[config.mk]
export PLATFORM = sky130hd
export DESIGN_NAME = alhai_core
export DESIGN_NICKNAME = d
export VERILOG_FILES = /design/src/logic/alhai_pkg.sv /design/src/logic/alhai_home_if.sv /design/src/logic/alhai_sync.sv /design/src/logic/alhai_home_seq.sv /design/src/logic/alhai_core.sv
export VERILOG_INCLUDE_DIRS = /design/src /design/src/logic
export SDC_FILE = /design/constraint.sdc
export NUM_CORES = 1
export LEC_CHECK = 0
export ABC_AREA = 1
export ABC_CLOCK_PERIOD_IN_PS = 3760
export BUFFER_PORTS_ARGS = -buffer_cell sky130_fd_sc_hd__buf_4
export CELL_PAD_IN_SITES_DETAIL_PLACEMENT = 0
export CELL_PAD_IN_SITES_GLOBAL_PLACEMENT = 1
export CORE_ASPECT_RATIO = 0.5
export CORE_MARGIN = 1
export CORE_UTILIZATION = 44
export CTS_CLUSTER_SIZE = 30
export DETAILED_ROUTE_END_ITERATION = 10
export PLACE_DENSITY = 0.89
export SLEW_MARGIN = 20
export SYNTH_ARGS = -nofsm -noshare
export SYNTH_HDL_FRONTEND = slang
export SYNTH_SLANG_ARGS = --single-unit
[constraint.sdc]
create_clock -name aclk -period 3.76 [get_ports aclk]
set_input_delay 0.564 -clock aclk [delete_from_list [all_inputs] [get_ports aclk]]
set_output_delay 0.564 -clock aclk [all_outputs]
set_load 0.05 [all_outputs]
[src/logic/alhai_consts.svh]
// Constants for the limit, home and abort input block
`ifndef ALHAI_CONSTS_SVH
`define ALHAI_CONSTS_SVH

// ****************************************
// Sizes
// ****************************************
`define ALHAI_AXES 8
`define ALHAI_GP_W 24
`define ALHAI_GP_MAX ((`ALHAI_AXES > 4) ? 5'd24 : 5'd8)
`define ALHAI_NUM_RATES 5
`define ALHAI_SYNC_W 57

// ****************************************
// Bit positions inside the synchroniser vector
// ****************************************
`define ALHAI_POS_FWD 0
`define ALHAI_POS_REV 8
`define ALHAI_POS_HOME 16
`define ALHAI_POS_IDX 24
`define ALHAI_POS_ABORT 32
`define ALHAI_POS_GP 33

// ****************************************
// Register byte offsets
// ****************************************
`define ALHAI_OFF_CTRL 8'h00
`define ALHAI_OFF_BEGIN 8'h04
`define ALHAI_OFF_STATUS 8'h08
`define ALHAI_OFF_LIMITS 8'h0c
`define ALHAI_OFF_HOME 8'h10
`define ALHAI_OFF_GPIN 8'h14
`define ALHAI_OFF_GPIDX 8'h18
`define ALHAI_OFF_GPBIT 8'h1c
`define ALHAI_OFF_RATE0 8'h20
`define ALHAI_OFF_SERVO 8'h34

// ****************************************
// Fields and reset values
// ****************************************
`define ALHAI_CTRL_ROUTINE 0
`define ALHAI_CTRL_KILL 1
`define ALHAI_CTRL_OOF_LSB 8
`define ALHAI_KILL_RESET 1'b1
`define ALHAI_OOF_RESET 8'h00
`define ALHAI_SERVO_RESET 8'hff
// Begin refused toward a tripped limit, code 22 decimal
`define ALHAI_ERR_BEGIN_LIMIT 8'h16
`define ALHAI_RESP_OKAY 2'b00
`define ALHAI_RESP_SLVERR 2'b10

`endif

[src/logic/alhai_pkg.sv]
// Types shared by the limit, home and abort input block
package alhai_pkg;

    typedef enum logic [1:0] {ALHAI_STOP_NONE, ALHAI_STOP_LIMIT, ALHAI_STOP_RAMP, ALHAI_STOP_FAST} alhai_stop_t;

    typedef enum logic [1:0] {ALHAI_MODE_PLAIN, ALHAI_MODE_EDGE, ALHAI_MODE_INDEX, ALHAI_MODE_FULL} alhai_mode_t;

    typedef enum logic [2:0] {HS_IDLE, HS_SLEW, HS_STOP1, HS_APPR, HS_SEEK, HS_STOP2, HS_RET, HS_RWAIT} alhai_hstate_t;

    typedef struct packed {
        alhai_hstate_t st;
        alhai_mode_t mode;
        logic fwd;
        logic slow;
        logic ret;
        logic zero;
    } alhai_seq_t;

    typedef struct packed {
        logic [56:0] meta;
        logic [56:0] lvl;
        logic [56:0] prev;
    } alhai_sync_t;

endpackage : alhai_pkg

[src/logic/alhai_home_if.sv]
// Per-axis link between the register core and its homing sequencer
interface alhai_home_if;
    import alhai_pkg::*;
    logic start;
    alhai_mode_t mode;
    logic home_lvl;
    logic home_edge;
    logic idx_rise;
    logic stopped;
    logic cancel;
    logic jog;
    logic fwd;
    logic slow;
    logic decel;
    logic ret;
    logic zero;
    logic busy;
    modport ctl (output start, mode, home_lvl, home_edge, idx_rise, stopped, cancel,
                 input jog, fwd, slow, decel, ret, zero, busy);
    modport seq (input start, mode, home_lvl, home_edge, idx_rise, stopped, cancel,
                 output jog, fwd, slow, decel, ret, zero, busy);
endinterface : alhai_home_if

[src/logic/alhai_sync.sv]
// Two-flop synchroniser and transition detector for all switch inputs
`include "alhai_consts.svh"
module alhai_sync import alhai_pkg::*; (
    input wire logic aclk,
    input wire logic aresetn,
    input wire logic [`ALHAI_SYNC_W-1:0] raw,
    output logic [`ALHAI_SYNC_W-1:0] lvl,
    output logic [`ALHAI_SYNC_W-1:0] edg
);
    alhai_sync_t q;
    alhai_sync_t d;

    // ****************************************
    // Synchroniser
    // ****************************************
    // two flops first
    // Meta stage feeds only the level stage; edges compare settled flops
    always_comb begin
        d = q;
        d.meta = raw;
        d.lvl = q.meta;
        d.prev = q.lvl;
    end

    always_ff @(posedge aclk) begin
        if (!aresetn) begin
            q <= '0;
        end else begin
            q <= d;
        end
    end

    assign lvl = q.lvl;
    assign edg = q.lvl ^ q.prev;
endmodule // alhai_sync

[src/logic/alhai_home_seq.sv]
// Homing sequencer for one axis: edge, index and combined searches
module alhai_home_seq import alhai_pkg::*; (
    input wire logic aclk,
    input wire logic aresetn,
    alhai_home_if.seq hif
);
    alhai_seq_t q;
    alhai_seq_t d;

    // ****************************************
    // Sequence
    // ****************************************
    always_comb begin
        d = q;
        d.ret = 1'b0;
        d.zero = 1'b0;
        case (q.st)
            HS_IDLE: if (hif.start) begin
                d.mode = hif.mode;
                d.slow = 1'b0;
                d.fwd = (hif.mode == ALHAI_MODE_INDEX) ? 1'b1 : hif.home_lvl;
                d.st = HS_SLEW;
            end
            HS_SLEW: begin
                if (q.mode == ALHAI_MODE_INDEX) begin
                    if (hif.idx_rise) begin
                        d.st = HS_STOP2;
                    end
                end else if (hif.home_edge) begin
                    d.st = (q.mode == ALHAI_MODE_FULL) ? HS_STOP1 : HS_STOP2;
                end
            end
            HS_STOP1: if (hif.stopped) begin
                d.fwd = ~q.fwd;
                d.slow = 1'b1;
                d.st = HS_APPR;
            end
            HS_APPR: if (hif.home_edge) begin
                d.fwd = 1'b1;
                d.st = HS_SEEK;
            end
            HS_SEEK: if (hif.idx_rise) begin
                d.st = HS_STOP2;
            end
            HS_STOP2: if (hif.stopped) begin
                if (q.mode == ALHAI_MODE_EDGE) begin
                    d.st = HS_IDLE;
                end else begin
                    d.ret = 1'b1;
                    d.slow = 1'b1;
                    d.st = HS_RET;
                end
            end
            // Wait for the return move to leave rest first
            HS_RET: if (!hif.stopped) begin
                d.st = HS_RWAIT;
            end
            HS_RWAIT: if (hif.stopped) begin
                d.zero = (q.mode == ALHAI_MODE_FULL);
                d.st = HS_IDLE;
            end
            default: d.st = HS_IDLE;
        endcase
        // Limit trip or abort ends any search
        if (hif.cancel) begin
            d.st = HS_IDLE;
        end
    end

    always_ff @(posedge aclk) begin
        if (!aresetn) begin
            q <= '{st: HS_IDLE, mode: ALHAI_MODE_PLAIN, default: '0};
        end else begin
            q <= d;
        end
    end

    // Outputs straight from state
    assign hif.jog = (q.st == HS_SLEW) || (q.st == HS_APPR) || (q.st == HS_SEEK);
    assign hif.decel = (q.st == HS_STOP1) || (q.st == HS_STOP2);
    assign hif.busy = (q.st != HS_IDLE);
    assign hif.fwd = q.fwd;
    assign hif.slow = q.slow;
    assign hif.ret = q.ret;
    assign hif.zero = q.zero;
endmodule // alhai_home_seq

[src/logic/alhai_core.sv]
// Limit, home, abort and general input handling with an AXI4-Lite register file
//
// The implementer's own choices: the register offsets and the AXI4-Lite interface to the registers.
`include "alhai_consts.svh"

// Functional notes
// - Active forward limit blocks forward motion of that axis at once.
// - Active reverse limit blocks reverse motion of that axis at once.
// - Limit trip while moving gives decelerated stop at limit stop rate.
// - After limit trip the motor stays servoed, holding position.
// - Limit trip branches thread zero to trip routine if routine exists.
// - Begin toward an active limit is refused with error code 022.
// - Forward and reverse limit states readable per axis as 0 or 1.
// - Every home input transition flips the home logic state.
// - Edge search: ramp, cruise until home transition, then ramp down.
// - Edge search goes forward when home level is high, else reverse.
// - Index search: cruise to index rise, stop, return at approach rate.
// - Full homing: stop, reverse slowly, then forward slowly to index.
// - Full homing: stop after index, return to it, load zero position.
// - Home state reads 0 when low and 1 when high.
// - Abort transition halts motion commands at once, no ramp.
// - Abort switches off axes with motor-off-on-fault enabled.
// - Abort stops other axes fastest, keeping servo on.
// - Abort terminates programs by default; configurable.
// - General inputs readable one by one, indices 1 to 8.
// - More than four axes extends the indices to 1 to 24.
module alhai_core import alhai_pkg::*; (
    input wire logic aclk,
    input wire logic aresetn,
    input wire logic [7:0] s_axi_awaddr,
    input wire logic s_axi_awvalid,
    output logic s_axi_awready,
    input wire logic [31:0] s_axi_wdata,
    input wire logic [3:0] s_axi_wstrb,
    input wire logic s_axi_wvalid,
    output logic s_axi_wready,
    output logic [1:0] s_axi_bresp,
    output logic s_axi_bvalid,
    input wire logic s_axi_bready,
    input wire logic [7:0] s_axi_araddr,
    input wire logic s_axi_arvalid,
    output logic s_axi_arready,
    output logic [31:0] s_axi_rdata,
    output logic [1:0] s_axi_rresp,
    output logic s_axi_rvalid,
    input wire logic s_axi_rready,
    input wire logic [7:0] fwd_limit_in,
    input wire logic [7:0] rev_limit_in,
    input wire logic [7:0] home_in,
    input wire logic [7:0] index_in,
    input wire logic abort_in,
    input wire logic [23:0] gp_in,
    input wire logic [7:0] axis_moving,
    input wire logic [7:0] axis_stopped,
    output logic [7:0] fwd_inhibit,
    output logic [7:0] rev_inhibit,
    output logic [15:0] axis_stop_sel,
    output logic [7:0] motor_enable,
    output logic motion_halt,
    output logic [7:0] begin_go,
    output logic [7:0] begin_fwd,
    output logic [7:0] home_jog,
    output logic [7:0] home_jog_fwd,
    output logic [7:0] home_slow,
    output logic [7:0] home_return,
    output logic [7:0] pos_zero_load,
    output logic thread0_branch,
    output logic prog_kill,
    output logic [31:0] ramp_up_rate,
    output logic [31:0] ramp_down_rate,
    output logic [31:0] cruise_rate,
    output logic [31:0] homing_approach_rate,
    output logic [31:0] limit_stop_decel
);
    // ****************************************
    // State
    // ****************************************
    typedef struct packed {
        logic aw_v;
        logic [7:0] aw_a;
        logic w_v;
        logic [31:0] w_d;
        logic [3:0] w_s;
        logic bv;
        logic [1:0] br;
        logic rv;
        logic [1:0] rr;
        logic [31:0] rd;
        logic routine_en;
        logic kill_en;
        logic [7:0] oof;
        logic [7:0] beg;
        logic [7:0] err;
        logic [4:0] gp_idx;
        logic [4:0][31:0] rate;
        logic primed;
        logic [7:0] home_tgl;
        logic [7:0] motor_on;
        logic [7:0] lim_stop;
        logic [7:0] fast_stop;
        logic [7:0] go;
        logic [7:0] go_fwd;
        logic [7:0] hstart;
        alhai_mode_t hmode;
        logic branch;
        logic kill;
        logic halt;
    } alhai_core_t;

    alhai_core_t q;
    alhai_core_t d;
    logic [`ALHAI_SYNC_W-1:0] lvl;
    logic [`ALHAI_SYNC_W-1:0] edg;
    logic [7:0] lim_f;
    logic [7:0] lim_r;
    logic [7:0] trip;
    logic abort_edge;
    logic [7:0] busy;
    logic [7:0] decel;
    logic [7:0] h_ret;
    logic [7:0] h_zero;
    logic [7:0] h_jog;
    logic [7:0] h_fwd;
    logic [7:0] h_slow;
    logic [2:0] b_axis;
    alhai_mode_t b_mode;
    logic b_dir;
    logic [5:0] rd_word;
    logic [2:0] rd_rate;
    logic [5:0] wr_word;
    logic [2:0] wr_rate;
    logic gp_ok;

    // Byte-lane merge for partial writes
    function automatic logic [31:0] wmerge(input logic [31:0] o, input logic [31:0] n, input logic [3:0] s);
        logic [31:0] r;
        r = o;
        for (int i = 0; i < 4; i++) begin
            if (s[i]) begin
                r[8*i +: 8] = n[8*i +: 8];
            end
        end
        return r;
    endfunction

    // ****************************************
    // Input conditioning
    // ****************************************
    // synchronise every switch and general input
    alhai_sync u_sync (
        .aclk(aclk),
        .aresetn(aresetn),
        .raw({gp_in, abort_in, index_in, home_in, rev_limit_in, fwd_limit_in}),
        .lvl(lvl),
        .edg(edg)
    );

    // Limit levels and fresh activations
    assign lim_f = lvl[`ALHAI_POS_FWD +: 8];
    assign lim_r = lvl[`ALHAI_POS_REV +: 8];
    assign trip = (edg[`ALHAI_POS_FWD +: 8] & lim_f) | (edg[`ALHAI_POS_REV +: 8] & lim_r);
    assign abort_edge = edg[`ALHAI_POS_ABORT];
    assign fwd_inhibit = lim_f;
    assign rev_inhibit = lim_r;

    // Begin request fields, from the held write data
    assign b_axis = q.w_d[2:0];
    assign b_mode = alhai_mode_t'(q.w_d[5:4]);
    // Effective direction as the move would start
    assign b_dir = (b_mode == ALHAI_MODE_PLAIN) ? q.w_d[3] :
                   (b_mode == ALHAI_MODE_INDEX) ? 1'b1 : q.home_tgl[b_axis];

    // Word indices for the rate block
    assign wr_word = q.aw_a[7:2];
    assign rd_word = s_axi_araddr[7:2];
    assign wr_rate = 3'(wr_word - `ALHAI_OFF_RATE0 / 4);
    assign rd_rate = 3'(rd_word - `ALHAI_OFF_RATE0 / 4);
    // index range widens with axis count
    assign gp_ok = (q.gp_idx != 5'h00) && (q.gp_idx <= `ALHAI_GP_MAX);

    // ****************************************
    // Next state
    // ****************************************
    always_comb begin
        d = q;
        d.go = '0;
        d.hstart = '0;
        d.branch = 1'b0;
        d.kill = 1'b0;
        d.halt = 1'b0;

        // home state toggles per transition
        // Primed once from the level just out of reset, and edges then keep it reading as the level
        if (!q.primed) begin
            d.primed = 1'b1;
            d.home_tgl = lvl[`ALHAI_POS_HOME +: 8];
        end else begin
            d.home_tgl = q.home_tgl ^ edg[`ALHAI_POS_HOME +: 8];
        end

        // Stops end when the axis reaches rest; a new cause wins
        d.lim_stop = q.lim_stop & ~axis_stopped;
        d.fast_stop = q.fast_stop & ~axis_stopped;
        d.lim_stop = d.lim_stop | (trip & axis_moving);
        d.branch = (|trip) & q.routine_en;

        if (abort_edge) begin
            d.halt = 1'b1;
            d.motor_on = q.motor_on & ~q.oof;
            d.fast_stop = d.fast_stop | ~q.oof;
            d.kill = q.kill_en;
        end

        // AXI write channels, taken in either order
        if (s_axi_awvalid && s_axi_awready) begin
            d.aw_v = 1'b1;
            d.aw_a = s_axi_awaddr;
        end
        if (s_axi_wvalid && s_axi_wready) begin
            d.w_v = 1'b1;
            d.w_d = s_axi_wdata;
            d.w_s = s_axi_wstrb;
        end
        if (s_axi_bvalid && s_axi_bready) begin
            d.bv = 1'b0;
        end

        // Register write once both halves are held
        if (q.aw_v && q.w_v) begin
            d.aw_v = 1'b0;
            d.w_v = 1'b0;
            d.bv = 1'b1;
            d.br = `ALHAI_RESP_OKAY;
            if (q.aw_a >= `ALHAI_OFF_RATE0 && q.aw_a < `ALHAI_OFF_SERVO && q.aw_a[1:0] == 2'b00) begin
                d.rate[wr_rate] = wmerge(q.rate[wr_rate], q.w_d, q.w_s);
            end else begin
                case (q.aw_a)
                    `ALHAI_OFF_CTRL: begin
                        if (q.w_s[0]) begin
                            d.routine_en = q.w_d[`ALHAI_CTRL_ROUTINE];
                            d.kill_en = q.w_d[`ALHAI_CTRL_KILL];
                        end
                        if (q.w_s[1]) begin
                            d.oof = q.w_d[`ALHAI_CTRL_OOF_LSB +: 8];
                        end
                    end
                    `ALHAI_OFF_BEGIN: begin
                        d.beg = q.w_d[7:0];
                        if (b_dir ? lim_f[b_axis] : lim_r[b_axis]) begin
                            d.err = `ALHAI_ERR_BEGIN_LIMIT;
                        end else if (!busy[b_axis]) begin
                            if (b_mode == ALHAI_MODE_PLAIN) begin
                                d.go[b_axis] = 1'b1;
                                d.go_fwd[b_axis] = q.w_d[3];
                            end else begin
                                d.hstart[b_axis] = 1'b1;
                                d.hmode = b_mode;
                            end
                        end
                    end
                    // Any write clears the error code
                    `ALHAI_OFF_STATUS: d.err = 8'h00;
                    `ALHAI_OFF_GPIDX: begin
                        if (q.w_s[0]) begin
                            d.gp_idx = q.w_d[4:0];
                        end
                    end
                    // Write one re-energises the motor
                    `ALHAI_OFF_SERVO: begin
                        if (q.w_s[0]) begin
                            d.motor_on = d.motor_on | q.w_d[7:0];
                        end
                    end
                    `ALHAI_OFF_LIMITS, `ALHAI_OFF_HOME, `ALHAI_OFF_GPIN, `ALHAI_OFF_GPBIT: begin
                        d.br = `ALHAI_RESP_OKAY;
                    end
                    default: d.br = `ALHAI_RESP_SLVERR;
                endcase
            end
        end

        // Read channel, one outstanding answer
        if (q.rv && s_axi_rready) begin
            d.rv = 1'b0;
        end
        if (s_axi_arvalid && s_axi_arready) begin
            d.rv = 1'b1;
            d.rr = `ALHAI_RESP_OKAY;
            d.rd = 32'h0000_0000;
            if (s_axi_araddr >= `ALHAI_OFF_RATE0 && s_axi_araddr < `ALHAI_OFF_SERVO && s_axi_araddr[1:0] == 2'b00) begin
                d.rd = q.rate[rd_rate];
            end else begin
                case (s_axi_araddr)
                    `ALHAI_OFF_CTRL: d.rd = {16'h0000, q.oof, 6'h00, q.kill_en, q.routine_en};
                    `ALHAI_OFF_BEGIN: d.rd = {24'h000000, q.beg};
                    `ALHAI_OFF_STATUS: d.rd = {24'h000000, q.err};
                    `ALHAI_OFF_LIMITS: d.rd = {16'h0000, lim_r, lim_f};
                    `ALHAI_OFF_HOME: d.rd = {16'h0000, busy, q.home_tgl};
                    `ALHAI_OFF_GPIN: d.rd = {8'h00, lvl[`ALHAI_POS_GP +: `ALHAI_GP_W]};
                    `ALHAI_OFF_GPIDX: d.rd = {27'h0000000, q.gp_idx};
                    `ALHAI_OFF_GPBIT: d.rd = {31'h00000000, gp_ok & lvl[`ALHAI_POS_GP + 5'(q.gp_idx - 5'd1)]};
                    `ALHAI_OFF_SERVO: d.rd = {24'h000000, q.motor_on};
                    default: d.rr = `ALHAI_RESP_SLVERR;
                endcase
            end
        end
    end

    // ****************************************
    // Registers
    // ****************************************
    always_ff @(posedge aclk) begin
        if (!aresetn) begin
            q <= '{hmode: ALHAI_MODE_PLAIN, kill_en: `ALHAI_KILL_RESET, oof: `ALHAI_OOF_RESET,
                   motor_on: `ALHAI_SERVO_RESET, default: '0};
        end else begin
            q <= d;
        end
    end

    // ****************************************
    // Per-axis homing and stop selection
    // ****************************************
    for (genvar g = 0; g < `ALHAI_AXES; g++) begin : g_axis
        alhai_home_if hif ();
        assign hif.start = q.hstart[g];
        assign hif.mode = q.hmode;
        assign hif.home_lvl = q.home_tgl[g];
        assign hif.home_edge = edg[`ALHAI_POS_HOME + g];
        assign hif.idx_rise = edg[`ALHAI_POS_IDX + g] & lvl[`ALHAI_POS_IDX + g];
        assign hif.stopped = axis_stopped[g];
        assign hif.cancel = trip[g] | abort_edge;
        alhai_home_seq u_seq (
            .aclk(aclk),
            .aresetn(aresetn),
            .hif(hif.seq)
        );
        assign busy[g] = hif.busy;
        assign decel[g] = hif.decel;
        assign h_ret[g] = hif.ret;
        assign h_zero[g] = hif.zero;
        assign h_jog[g] = hif.jog;
        assign h_fwd[g] = hif.fwd;
        assign h_slow[g] = hif.slow;
        // Abort beats limit, limit beats the homing ramp-down
        assign axis_stop_sel[2*g +: 2] = q.fast_stop[g] ? ALHAI_STOP_FAST :
                                         q.lim_stop[g] ? ALHAI_STOP_LIMIT :
                                         decel[g] ? ALHAI_STOP_RAMP : ALHAI_STOP_NONE;
    end

    // ****************************************
    // Outputs
    // ****************************************
    assign s_axi_awready = !q.aw_v && !q.bv;
    assign s_axi_wready = !q.w_v && !q.bv;
    assign s_axi_bvalid = q.bv;
    assign s_axi_bresp = q.br;
    assign s_axi_arready = !q.rv;
    assign s_axi_rvalid = q.rv;
    assign s_axi_rdata = q.rd;
    assign s_axi_rresp = q.rr;
    assign motor_enable = q.motor_on;
    assign motion_halt = q.halt;
    assign begin_go = q.go;
    assign begin_fwd = q.go_fwd;
    assign home_jog = h_jog;
    assign home_jog_fwd = h_fwd;
    assign home_slow = h_slow;
    assign home_return = h_ret;
    assign pos_zero_load = h_zero;
    assign thread0_branch = q.branch;
    assign prog_kill = q.kill;
    assign ramp_up_rate = q.rate[0];
    assign ramp_down_rate = q.rate[1];
    assign cruise_rate = q.rate[2];
    assign homing_approach_rate = q.rate[3];
    assign limit_stop_decel = q.rate[4];
endmodule // alhai_core

==> flow_summary.ini, run 1 <==
[timing]
max_slew_margin = 0.373
rsz0062_at_grt = false
worst_pin_slew_ns = 0.929
whs_ns = 0.148
setup_tns_ns = 0
setup_viol_count_final = 0
slew_viol_final = 0
fmax_mhz = 332
period_share = 0.801
hold_viol_final = 0
skew_ns = 0.0158
finalCriticalPeriod_ns = 3.01
fin_ws_ns = 0.749

[worst_hold_path]
hp-start = rev_limit_in[3]
hold_class = input port to flip-flop

[floorplan]
rows = 62
die_h_um = 174
die_x_um = 347
die-area_mm2 = 0.0605
io_pins = 432
core_mm2 = 0.0581
initial_utilization = 0.451

[yosys]
synth-warning-count = 0
syn_inst = 3649
ys_seq_elements = 547
yosysTopAreaCell = dfxtp_1
synth.distinct_cells = 57
avgSynthCellArea_um2 = 7.17
syn_area_mm2 = 0.0262
synthArstFlopShare = 0
ys_seq_area_frac = 0.418
synth_top_area_share = 0.418
synth_area_leaders = dfxtp_1 (42%), nand2_1 (8.9%), buf_4 (8.5%)
synth_edf_count = 0
ys.flop_type = dfxtp_1

[finish]
register_area_mm2 = 0.0110
drive_gt1_frac = 0.162
multi_input_area_mm2 = 0.0104
area_growth_syn_to_layout_pct = 12.9
n_fill_cell = 5746
utilization = 0.509
nets = 3851
antenna_cells = 0

[placement]
place_congestion = 0.934
numPortBuffers = 429
dpl.hpwl_um = 67200
dp_slack_ns = 0.865

[setup_path]
cp.arrival_ns = 3.53
crit_type = flip-flop to flip-flop
timing.rr.start = q[330]
end_kind = flip-flop
path_max_fanout = 48
cp-start-kind = flip-flop
crit_start = q[330]
required_ns = 4.28

[detailed_routing]
wl_met2_um = 43300
drtAntennaViolNets = 0
top_layer_used = met4
drt-vias-per-instance = 5.40
drtIter0Drc = 2499
drt-pass1-iter-count = 9
routed_wl_um = 91200
vias = 24400
wl_per_cell_um = 20.2
wl_met3_um = 7330
wl_met1_um = 38200
drc = 0

[clocking]
clockBufferDepth = 3
clock_latency_ns = 0.60
cts_tree = yes
cts_root_buf = clkbuf_16
cts_made_buffers = 50
postCtsSetupBuffers = 0
clk_pin_slew_ns = 0.07
clock_sinks = 547
ctsHoldBuffers = 0
post_cts_resized = 0
h-tree-depth = 2

[grt]
gr-total-overflow = 0
grt_pass1_vias = 22100
grt_pass1_wl_um = 137000
grt_max_degree = 193
grtUsageTotal = 0.291
antenna_found_initial = 3

[power]
p_leak_nw = 13.7
vdd_drop_max_uv = 363
power.density_mw_per_mm2 = 502

[outcome]
outcome = complete, no violations

[job]
cap_violations = 0
routing by layer:
layer	vias up	track usage
li1	11800	-
met1	11500	0.384
met2	972	0.488
met3	158	0.0518
met4	0	0.0778
met5	-	0
kinds of logic (layout without fill, tap and decap cells):
| logic type | Yosys count | in the layout | synth area share |
|---|---|---|---|
| AO/OA/AOI/OAI | 986 | 986 | 0.211 |
| XOR/XNOR | 16 | 16 | 0.00535 |
| adder cells (fa/ha/maj) | 2 | 2 | 0.000956 |
| buffers and inverters | 978 | 1084 | 0.185 |
| flip-flops | 547 | 547 | 0.418 |
| other | 1 | 2 | 0.000143 |
| AND/OR/NAND/NOR | 1119 | 1119 | 0.179 |
cells in the mapped netlist, types with 2 or more instances:
cell type	count
nor2_4	5
inv_2	18
o221ai_1	6
ha_1	2
xnor2_1	2
a41oi_1	34
buf_4	298
nor3_4	3
o21ai_0	306
buf_2	31
nor4_2	2
nor3_1	51
clkbuf_1	113
clkinv_1	3
nand3_1	81
or2_2	10
o21ai_1	99
o21a_1	5
nand4_1	18
inv_1	506
o22ai_1	118
o211ai_1	13
nor2_2	5
and3_1	3
a31oi_1	19
dfxtp_1	547
buf_1	6
o31ai_1	16
o2111ai_1	6
a21oi_1	313
nor4_1	18
a221oi_1	5
xor2_1	14
a211oi_1	27
o21bai_1	10
nand3_4	4
nor2_1	291
nand2_1	620
nand2_2	3
per-stage QoR:
stage	area (um2)	instances	power, mW
floorplan	26200	3650	8.57
global placement	27800	4433	9.51
detailed placement	27800	4433	9.49
CTS	29500	4524	14.9
global route	29600	4524	15.4
finish	29600	4524	14.8
layout make-up:
cell class / instances / share of cell area
Inverter: 529 / 0.0674
Timing Repair Buffer: 464 / 0.119
Sequential cell: 547 / 0.371
Tap cell: 768 / 0.0325
Clock inverter: 24 / 0.00991
Clock buffer: 67 / 0.0479
Multi-Input combinational cell: 2125 / 0.352
placed cells by master, fill, tap and decap left out, types with 4 or more instances in the layout:
cell type	n
clkbuf_16	51
o21ai_0	306
nand4_1	18
nand3_4	4
inv_1	505
a221oi_1	5
a211oi_1	27
bufinv_16	6
inv_2	18
nand3_1	81
a31oi_1	19
buf_4	460
o21bai_1	10
o21a_1	5
nor2_4	6
clkinv_2	12
a21oi_1	313
clkbuf_8	8
nor3_1	51
o221ai_1	6
or2_2	10
nor2_2	4
nand2_2	4
nand2_1	619
nor4_1	18
o2111ai_1	6
o22ai_1	118
a41oi_1	34
dfxtp_1	547
clkbuf_1	8
o21ai_1	98
o211ai_1	13
o31ai_1	16
nor2_1	291
xor2_1	14
flip-flops by register name, indices dropped and copies added (netlist names), 8 cells and up:
name	count
limit_stop_decel	32
q	82
ramp_up_rate	32
g_axis.hif.home_lvl	8
u_sync.d	57
begin_fwd	8
motor_enable	8
begin_go	8
cruise_rate	32
u_sync.q	33
homing_approach_rate	32
g_axis.u_seq.hif.fwd	8
g_axis.u_seq.q	40
g_axis.hif.start	8
u_sync.lvl	57
g_axis.u_seq.hif.slow	8
g_axis.u_seq.hif.ret	8
g_axis.u_seq.hif.zero	8
s_axi_rdata	32
ramp_down_rate	32
final timing paths:
path / depth (start not counted) / endpoint / slack (ns)
worst min-delay path: 3 / u_sync.d[68] / 0.15
worst min register to register: 2 / u_sync.lvl[16] / 0.41
worst max register to register: 9 / homing_approach_rate[19] / 0.75
worst max-delay path: 9 / homing_approach_rate[19] / 0.75
power breakdown:
| group | internal, mW | total (mW) | switching [mW] |
|---|---|---|---|
| clock | 3.07 | 5.42 | 2.35 |
| combinational | 0.888 | 3.03 | 2.14 |
| sequential | 6.06 | 6.37 | 0.311 |
critical path, cell delays in order, from the launching register on:
cell and delay (ns):
dfxtp_1 0.48, nor2_8 0.52, inv_4 0.17, a21oi_4 0.25, nand2_2 0.11, clkinv_2 0.14
nand3_4 0.20, inv_2 0.76, o21ai_1 0.11, a21oi_1 0.16
Power figures use the tool's default switching activity.
==> inputs of run 2 (changes only) <==
--- a/config.mk
+++ b/config.mk
@@ -7,16 +7,16 @@
 export NUM_CORES = 1
 export LEC_CHECK = 0
 export ABC_AREA = 1
-export ABC_CLOCK_PERIOD_IN_PS = 3760
+export ABC_CLOCK_PERIOD_IN_PS = 3150
 export BUFFER_PORTS_ARGS = -buffer_cell sky130_fd_sc_hd__buf_4
 export CELL_PAD_IN_SITES_DETAIL_PLACEMENT = 0
 export CELL_PAD_IN_SITES_GLOBAL_PLACEMENT = 1
 export CORE_ASPECT_RATIO = 0.5
 export CORE_MARGIN = 1
-export CORE_UTILIZATION = 44
+export CORE_UTILIZATION = 41
 export CTS_CLUSTER_SIZE = 30
 export DETAILED_ROUTE_END_ITERATION = 10
-export PLACE_DENSITY = 0.89
+export PLACE_DENSITY = 0.84
 export SLEW_MARGIN = 20
 export SYNTH_ARGS = -nofsm -noshare
 export SYNTH_HDL_FRONTEND = slang
==> constraint.sdc (replaced) <==
create_clock -name aclk -period 3.15 [get_ports aclk]
set_input_delay 0.4725 -clock aclk [delete_from_list [all_inputs] [get_ports aclk]]
set_output_delay 0.4725 -clock aclk [all_outputs]
set_load 0.05 [all_outputs]
==> run 2 against run 1 <==
Compared with the run above: register-to-register slack worse by 0.33 ns; critical path depth is 1 higher; clock skew is 0.018 ns higher; worst hold slack worse by 0.10 ns; non-clock buffer count is 10 higher; combinational power is 21% higher; global-route usage is 1.7 points lower; core utilization is 3.5 points lower; design area is 1.1% higher; clock power is 24% higher; sequential share of layout area is 0.40 points lower; routed wire length is 1.4% higher.
==> flow_summary.ini, run 2 (synthesis gave the netlist of run 1 again) <==
[outcome]
outcome = complete, no violations

[setup_path]
path_max_fanout = 38
timing.rr.start = q[330]
r2r_cells = 10
end_kind = flip-flop
crit_type = flip-flop to flip-flop
crit_chain = nor2_8, inv_4, a21oi_4, nand2_2, clkinv_2, nand3_4, inv_2, buf_12, o21ai_0, a21oi_1
required_ns = 3.67
max_stage_delay_ns = 0.50
reg2reg_slack_ns = 0.42
r2r-end = cruise_rate[22]
critPathSlowestCell = nor2_8
crit_start = q[330]
critPathTopFamily = simple AND/OR/NAND/NOR gates
cp-start-kind = flip-flop
cp.arrival_ns = 3.25
critPathBufInv = 4

[clocking]
cts_made_buffers = 51
cts_tree = yes
ctsHoldBuffers = 0
h-tree-depth = 2
post_cts_resized = 0
cts_root_buf = clkbuf_16
clk_pin_slew_ns = 0.07
clock_latency_ns = 0.61
postCtsSetupBuffers = 0
clock_sinks = 547
clockBufferDepth = 3

[finish]
utilization = 0.473
layout.cells.non_filler = 4608
final_cell_mix = nand2_1 (619), dfxtp_1 (546), inv_1 (505)
nets = 3862
drive_gt1_frac = 0.166
final_common_cell = nand2_1
top_register = q
area_growth_syn_to_layout_pct = 14.1
largest_reg_flops = 82

[placement]
placed_cells = 4512
place_congestion = 0.976
dpl.hpwl_um = 68300
numPortBuffers = 429

[worst_hold_path]
hp-start = gp_in[19]
min_path_cells = 3
worst_hold_path.endpoint = u_sync.d[109]
hold_class = input port to flip-flop

[timing]
skew_ns = 0.0342
worst_pin_slew_ns = 0.812
whs_ns = 0.0483
fmax_mhz = 367
setup_viol_count_final = 0
period_share = 0.866
max_slew_margin = 0.459
hold_viol_final = 0
rsz0062_at_grt = false
finalCriticalPeriod_ns = 2.73
slew_viol_final = 0
setup_tns_ns = 0

[power]
p_leak_nw = 13.8
power.density_mw_per_mm2 = 601
vdd_drop_max_uv = 483
p_total_mw = 18.0

[grt]
grtUsageTotal = 0.274
gr-total-overflow = 0
grt_pass1_wl_um = 138000
grt_pass1_vias = 22500
antenna_found_initial = 2
grt_max_degree = 139

[detailed_routing]
drt-pass1-iter-count = 5
drt-vias-per-instance = 5.32
wl_per_cell_um = 20.1
routed_wl_um = 92400
drc = 0
drtAntennaViolNets = 0
drtIter0Drc = 2301
vias = 24500

[floorplan]
die-area_mm2 = 0.0649
initial_utilization = 0.415
die_h_um = 181
core_mm2 = 0.0631
io_pins = 432
die_x_um = 359
rows = 65

[job]
cap_violations = 0
[run 2: cell types whose count changed in the layout (fill, tap and decap cells not counted), sizes merged]
cell      before  now
buf          464  474
clkbuf        67   70
clkinv        17   18
clkinvlp       3    1
diode          0    1
inv          527  529
[run 2: per-layer routing]
layer / routed length [um] / track usage / share of wire / vias to the layer above
met4: 2930 / 0.0865 / 0.032 / 4
met3: 6850 / 0.0443 / 0.074 / 170
met5: 27 / 0 / 0.00029 / -
met2: 44000 / 0.463 / 0.48 / 1015
met1: 38700 / 0.357 / 0.42 / 11500
li1: - / - / - / 11800
[run 2: tightest hold or removal path, stage by stage]
cell and delay, ns:
buf_4 0.08, nand2_1 0.04, inv_1 0.04
[run 2: cell type report]
cell class              instances  area (um2)
fillers                      6402       33200
clock buffers                  70        1510
well taps                     837        1050
multi-input cells            2125       10400
clock inverters                25         297
diodes                          1        2.50
repair buffers                474        3680
inverters                     529        1990
flip-flops and latches        547       11000
[run 2: worst max path at each step]
stage / endpoint / slack [ns] / cells after the start
after global routing: cruise_rate[22] / 0.27 / 10
after CTS: axis_stop_sel[11] / 0.45 / 7
after floorplan: q[311] / 0.98 / 6
after global placement: cruise_rate[21] / 0.57 / 10
after detailed placement: cruise_rate[31] / 0.50 / 10
final: cruise_rate[22] / 0.42 / 10
[run 2: report_power, final]
group	switching (mW)	internal (mW)	total, mW
combinational	2.61	1.06	3.67
clock	2.83	3.86	6.70
sequential	0.372	7.23	7.61
total	5.81	12.2	18.0
[run 2: through the flow]
stage	instance area (um2)	worst slack, ns
2_1_floorplan	26200	0.979
3_3_place_gp	28100	0.567
3_5_place_dp	28100	0.497
4_1_cts	29900	0.455
5_1_grt	29900	0.266
6_report	29900	0.423
